File: src/rtl/cie_pkg.sv
package cie_pkg;
	localparam int CIE_ADDR_W = 12;
	localparam int CIE_NUM_EVT = 4;
	// register byte offsets
	localparam logic [11:0] CIE_OFF_EVT_READY = 12'h100;
	localparam logic [11:0] CIE_OFF_EVT_DOWN = 12'h104;
	localparam logic [11:0] CIE_OFF_EVT_UP = 12'h108;
	localparam logic [11:0] CIE_OFF_EVT_ANY = 12'h10c;
	// spacing between the four event flag words
	localparam logic [11:0] CIE_EVT_STRIDE = 12'h004;
	localparam logic [11:0] CIE_OFF_IRQ_ENABLE = 12'h300;
	localparam logic [11:0] CIE_OFF_IRQ_ENABLE_SET = 12'h304;
	localparam logic [11:0] CIE_OFF_IRQ_ENABLE_CLEAR = 12'h308;
	localparam logic [11:0] CIE_OFF_IRQ_STATUS = 12'h310;
	localparam logic [11:0] CIE_OFF_IRQ_MASK = 12'h314;
	// bit positions of the four events
	localparam int CIE_BIT_READY = 0;
	localparam int CIE_BIT_DOWN = 1;
	localparam int CIE_BIT_UP = 2;
	localparam int CIE_BIT_ANY = 3;
	localparam logic [3:0] CIE_ENABLE_RST = 4'h0;
	localparam logic [3:0] CIE_MASK_RST = 4'hf;
	localparam logic [31:0] CIE_UNMAPPED_DATA = 32'h0000_0000;
endpackage

File: src/rtl/cie_comparator_irq_enable.sv
`timescale 1ns/100ps
// Summary of operation
// - a read/write enable register holds one interrupt enable bit per event, 1 enables.
// - writing a 1 to a bit of the set view turns that event's enable on.
// - reading the set view returns the current enable state.
// - writing a 1 to a bit of the clear view turns that event's enable off.
// - reading the clear view returns the same enable state as the other views.
// - the any-crossing enable is set and cleared on its own, apart from down and up.
// - the ready event is flagged once the comparator has started with valid output.
// - the any-crossing event is flagged on either a downward or an upward crossing.
module cie_comparator_irq_enable
	import cie_pkg::*;
#(
	parameter int NUM_EVT = CIE_NUM_EVT
) (
	input wire logic sys_clk,
	input wire logic reset_n,
	input wire logic [CIE_ADDR_W-1:0] avs_address,
	input wire logic avs_read,
	input wire logic avs_write,
	input wire logic [31:0] avs_writedata,
	input wire logic [3:0] avs_byteenable,
	output logic [31:0] avs_readdata,
	output logic avs_waitrequest,
	input wire logic comp_ready,
	input wire logic comp_down,
	input wire logic comp_up,
	output logic irq_request_r,
	output logic irq_r
);

	logic [NUM_EVT-1:0] enable_r;
	logic [NUM_EVT-1:0] event_r;
	logic [NUM_EVT-1:0] status_r;
	logic [NUM_EVT-1:0] mask_r;
	logic [NUM_EVT-1:0] evt_in;
	logic [NUM_EVT-1:0] evt_clr;
	logic [31:0] readdata_nxt;
	logic ack_r;
	logic access;
	logic wr_lane0;
	logic [NUM_EVT-1:0] wbits;

	// one wait cycle per access keeps read data registered
	assign access = (avs_read | avs_write) & ~ack_r;
	assign wr_lane0 = avs_write & ~ack_r & avs_byteenable[0];
	assign wbits = avs_writedata[NUM_EVT-1:0];

	assign evt_in[CIE_BIT_READY] = comp_ready;
	assign evt_in[CIE_BIT_DOWN] = comp_down;
	assign evt_in[CIE_BIT_UP] = comp_up;
	assign evt_in[CIE_BIT_ANY] = comp_down | comp_up;

	always_ff @(posedge sys_clk or negedge reset_n) begin
		if (!reset_n) begin
			ack_r <= 1'b0;
		end else begin
			ack_r <= access;
		end
	end

	always_ff @(posedge sys_clk or negedge reset_n) begin
		if (!reset_n) begin
			avs_waitrequest <= 1'b1;
		end else begin
			avs_waitrequest <= ~access;
		end
	end

	// enable state shared by the three views
	always_ff @(posedge sys_clk or negedge reset_n) begin
		if (!reset_n) begin
			enable_r <= CIE_ENABLE_RST;
		end else if (wr_lane0) begin
			case (avs_address)
				CIE_OFF_IRQ_ENABLE: begin
					enable_r <= wbits;
				end
				CIE_OFF_IRQ_ENABLE_SET: begin
					enable_r <= enable_r | wbits;
				end
				CIE_OFF_IRQ_ENABLE_CLEAR: begin
					enable_r <= enable_r & ~wbits;
				end
				default: begin
					enable_r <= enable_r;
				end
			endcase
		end
	end

	always_ff @(posedge sys_clk or negedge reset_n) begin
		if (!reset_n) begin
			mask_r <= CIE_MASK_RST;
		end else if (wr_lane0 && avs_address == CIE_OFF_IRQ_MASK) begin
			mask_r <= wbits;
		end
	end

	// event flags: writing 0 clears; a new event in the same cycle wins
	genvar g;
	generate
		for (g = 0; g < NUM_EVT; g++) begin : g_evt
			assign evt_clr[g] = wr_lane0 && !wbits[0]
				&& avs_address == CIE_OFF_EVT_READY + 12'(CIE_EVT_STRIDE * g);
			always_ff @(posedge sys_clk or negedge reset_n) begin
				if (!reset_n) begin
					event_r[g] <= 1'b0;
				end else if (evt_in[g]) begin
					event_r[g] <= 1'b1;
				end else if (evt_clr[g]) begin
					event_r[g] <= 1'b0;
				end
			end
		end
	endgenerate

	// sticky status, cleared by reading it; a fresh event is not lost
	always_ff @(posedge sys_clk or negedge reset_n) begin
		if (!reset_n) begin
			status_r <= '0;
		end else if (avs_read && !ack_r && avs_address == CIE_OFF_IRQ_STATUS) begin
			status_r <= evt_in;
		end else begin
			status_r <= status_r | evt_in;
		end
	end

	always_comb begin
		readdata_nxt = CIE_UNMAPPED_DATA;
		case (avs_address)
			CIE_OFF_EVT_READY: readdata_nxt[0] = event_r[CIE_BIT_READY];
			CIE_OFF_EVT_DOWN: readdata_nxt[0] = event_r[CIE_BIT_DOWN];
			CIE_OFF_EVT_UP: readdata_nxt[0] = event_r[CIE_BIT_UP];
			CIE_OFF_EVT_ANY: readdata_nxt[0] = event_r[CIE_BIT_ANY];
			CIE_OFF_IRQ_ENABLE: readdata_nxt[NUM_EVT-1:0] = enable_r;
			CIE_OFF_IRQ_ENABLE_SET: readdata_nxt[NUM_EVT-1:0] = enable_r;
			CIE_OFF_IRQ_ENABLE_CLEAR: readdata_nxt[NUM_EVT-1:0] = enable_r;
			CIE_OFF_IRQ_STATUS: readdata_nxt[NUM_EVT-1:0] = status_r;
			CIE_OFF_IRQ_MASK: readdata_nxt[NUM_EVT-1:0] = mask_r;
			default: readdata_nxt = CIE_UNMAPPED_DATA;
		endcase
	end

	always_ff @(posedge sys_clk or negedge reset_n) begin
		if (!reset_n) begin
			avs_readdata <= CIE_UNMAPPED_DATA;
		end else if (avs_read && !ack_r) begin
			avs_readdata <= readdata_nxt;
		end
	end

	// request follows the enabled event flags, one cycle behind
	always_ff @(posedge sys_clk or negedge reset_n) begin
		if (!reset_n) begin
			irq_request_r <= 1'b0;
		end else begin
			irq_request_r <= |(event_r & enable_r);
		end
	end

	always_ff @(posedge sys_clk or negedge reset_n) begin
		if (!reset_n) begin
			irq_r <= 1'b0;
		end else begin
			irq_r <= |(status_r & mask_r);
		end
	end

endmodule

File: config.mk
export PLATFORM = sky130hd
export DESIGN_NAME = cie_comparator_irq_enable
export DESIGN_NICKNAME = d
export VERILOG_FILES = /design/src/rtl/cie_pkg.sv /design/src/rtl/cie_comparator_irq_enable.sv
export SDC_FILE = /design/constraint.sdc
export NUM_CORES = 1
export LEC_CHECK = 0
export ABC_AREA = 1
export BUFFER_PORTS_ARGS = -buffer_cell sky130_fd_sc_hd__buf_2
export CAP_MARGIN = 25
export CORE_MARGIN = 2
export CORE_UTILIZATION = 41
export CTS_BUF_LIST = sky130_fd_sc_hd__clkbuf_4 sky130_fd_sc_hd__clkbuf_8
export DETAILED_ROUTE_END_ITERATION = 16
export HOLD_SLACK_MARGIN = 0.12
export PLACE_DENSITY_LB_ADDON = 0.3
export SYNTH_ARGS = -nofsm -noshare
export SYNTH_HDL_FRONTEND = slang
export SYNTH_SLANG_ARGS = --single-unit
export TNS_END_PERCENT = 50
File: constraint.sdc
create_clock -name sys_clk -period 1.5 [get_ports sys_clk]
set_clock_uncertainty 0.1 [all_clocks]
set_input_delay 0.375 -clock sys_clk [delete_from_list [all_inputs] [get_ports sys_clk]]
set_output_delay 0.375 -clock sys_clk [all_outputs]
set_load 0.005 [all_outputs]
==> reports/metrics.csv <==
metric,value,unit
Worst Hold Class,in -> reg,
"Data required, critical path",1550,ps
worst skew pair latency,260,ps
cts bufs inserted,3,
fmax,701.1,MHz
Post-synth EDFFs,0,
CORE AREA,3716,um2
Slew headroom,64.61,%
# rows,22,
Synth Cell Area,1612,um2
GP Congestion,0.7921,
Pre-Repair DR Iteration Count,4,
worst slack at placement,-110.9,ps
nets@finish,327,
Slew Limit Fails,0,
CTS tree,yes,
First DRT Iteration DRCs,53,
Worst Setup Path Type,reg -> reg,
Worst R2R Path Depth,5,
DP Wirelength,2691,um
outcome,"finished, final reports clean",
Yosys top cell area share,29.50,%
count of cell types in the netlist,24,
Layout area overhead,17.16,%
largest net degree at the start of global routing,25,
Clock Path Buffers,2,
post-synthesis sequential area ratio,37.66,%
vias per cell,4.398,
register bit total from synthesis,24,
leading area contributor after synthesis,dfrtp_1,
final period utilization,95.09,%
Async SR Flop Fraction,100.0,%
Die X,66.70,um
max cap viols,0,
worst setup margin,73.61,ps
fillers,399,
final hold vios,0,
vias in the first global route,1248,
clock slew at the register clock pins of the worst setup and hold paths,80,ps
H-tree depth,1,
crit-path max FO,4,
total number of vias,1403,
antenna violations before repair,0,
most area-consuming cells after synthesis,"dfrtp_1, nand2_1, buf_4",
GR Util All Layers,15.93,%
Non-Filler Instances,319,
Setup Viol. Count Final,0,
antenna violation net count after detailed routing,0,
PortBufs,30,
WL final,3242,um
LEAKAGE,0.001070,uW
grt total ovfl,0,
die height,66.70,um
Root Buffer,clkbuf_8,
n_diodes,0,
Power Dens Cells,662.8,nW/um2
clk sinks,24,
most frequent cell after synthesis,nand2_1,
syn_area_per_cell,7.227,um2
total power,1252,uW
die area,4448,um2
dpl cells,314,
Syn Inst Count,223,
share of cells above drive strength 1,28.41,%
worst vdd ir,547.7,uV
initial core utilization,43.37,%
I/O pin cnt,90,
hold path depth,2,
drt drc,0,
Final min period,1426,ps
CP arrival,1480,ps
Worst Max-Slew Pin Slew,530.9,ps
Yosys warnings,0,
most frequent cells after synthesis,"nand2_1, buf_4, inv_1",
Wirelength per Cell,10.16,um
crit path launch type,flop,
CP Capture Type,flop,
ys flop type,dfrtp_1,
# Post-CTS Setup Buffers,0,
first-pass GRT wire length,5395,um
## path summary, 6_finish.rpt
| path | start | endpoint | slack [ps] |
|---|---|---|---|
| max in group asynchronous | reset_n | avs_waitrequest | 420 |
| max | ack_r | event_r[1] | 70 |
| min in group asynchronous | reset_n | irq_r | 520 |
| min | avs_write | avs_waitrequest | 210 |
| min reg2reg | avs_readdata[3] | avs_readdata[3] | 380 |
| max reg2reg | ack_r | event_r[1] | 70 |
## worst max-delay path, stage by stage, from the launching register on
cell	delay [ps]
dfrtp_1	410
inv_1	90
nand3_2	120
or2_2	330
o21ai_1	180
nand2_1	80
## report_power, final
part / switching, uW / total [uW] / internal (uW)
sequential: 4.55 / 661 / 657
clock: 199 / 433 / 234
combinational: 99.0 / 157 / 58.1
## state kept, by name, indices dropped and copies added (netlist names)
signal           cells
avs_readdata         4
enable_r             4
event_r              4
mask_r               4
status_r             4
ack_r                1
avs_waitrequest      1
irq_r                1
irq_request_r        1
## stage by stage
| step | area [um2] | setup TNS (ps) | utilization (%) | hold slack (ps) |
|---|---|---|---|---|
| global placement | 1818 | -748.7 | 48.92 | 284.9 |
| CTS | 1883 | 0 | 50.67 | 196.2 |
| detailed placement | 1818 | -1133 | 48.92 | 280.8 |
| floorplan | 1713 | 0 | - | -20.59 |
| global route | 1888 | -9.755 | 50.81 | 202.9 |
| finish | 1888 | 0 | 50.81 | 209.3 |
## placed cells by master, fill, tap and decap left out, drive strengths merged
cell,instances
buf,44
o21ai,15
o2111ai,2
nor4,1
nor2,24
nand3,19
nor3,2
a21oi,1
nand2,75
conb,28
dfrtp,19
clkinv,1
dlygate4sd3,1
dfstp,5
or2,1
nand4,1
clkbuf,4
inv,28
## per-layer routing
metal | routed length [um] | global-route usage (%) | vias up | share of wire (%)
met5 | 0 | 0 | - | 0
met4 | 59 | 5.867 | 0 | 1.8
met3 | 180 | 2.027 | 5 | 5.6
met2 | 1446 | 25.87 | 44 | 45
met1 | 1555 | 21.63 | 621 | 48
li1 | - | - | 733 | -
## cell type report
cell class	instances	area, um2	area share, %
multi-input combinational	169	790.8	41.88
sequential	24	606.8	32.14
timing repair buffer	45	265.3	14.05
inverter	29	110.1	5.832
tap	48	60.06	3.181
clock buffer	4	55.05	2.916
## repair_timing
item / CTS / global route
pin swaps: 0 / 0
resized for setup: 1 / 2
hold buffers: 1 / 0
endpoints found under the setup margin: 1 / 4
endpoints found under the hold margin: 19 / 0
## kinds of logic (layout without fill, tap and decap cells)
family	Yosys count	after routing	synth area share (%)
and+or+nand+nor	123	123	36.18
DFF	24	24	37.66
AOI/OAI and AO/OA	18	18	6.056
buffers and inverters	57	78	19.88
other	1	28	0.2327
Power figures use the tool's default switching activity.
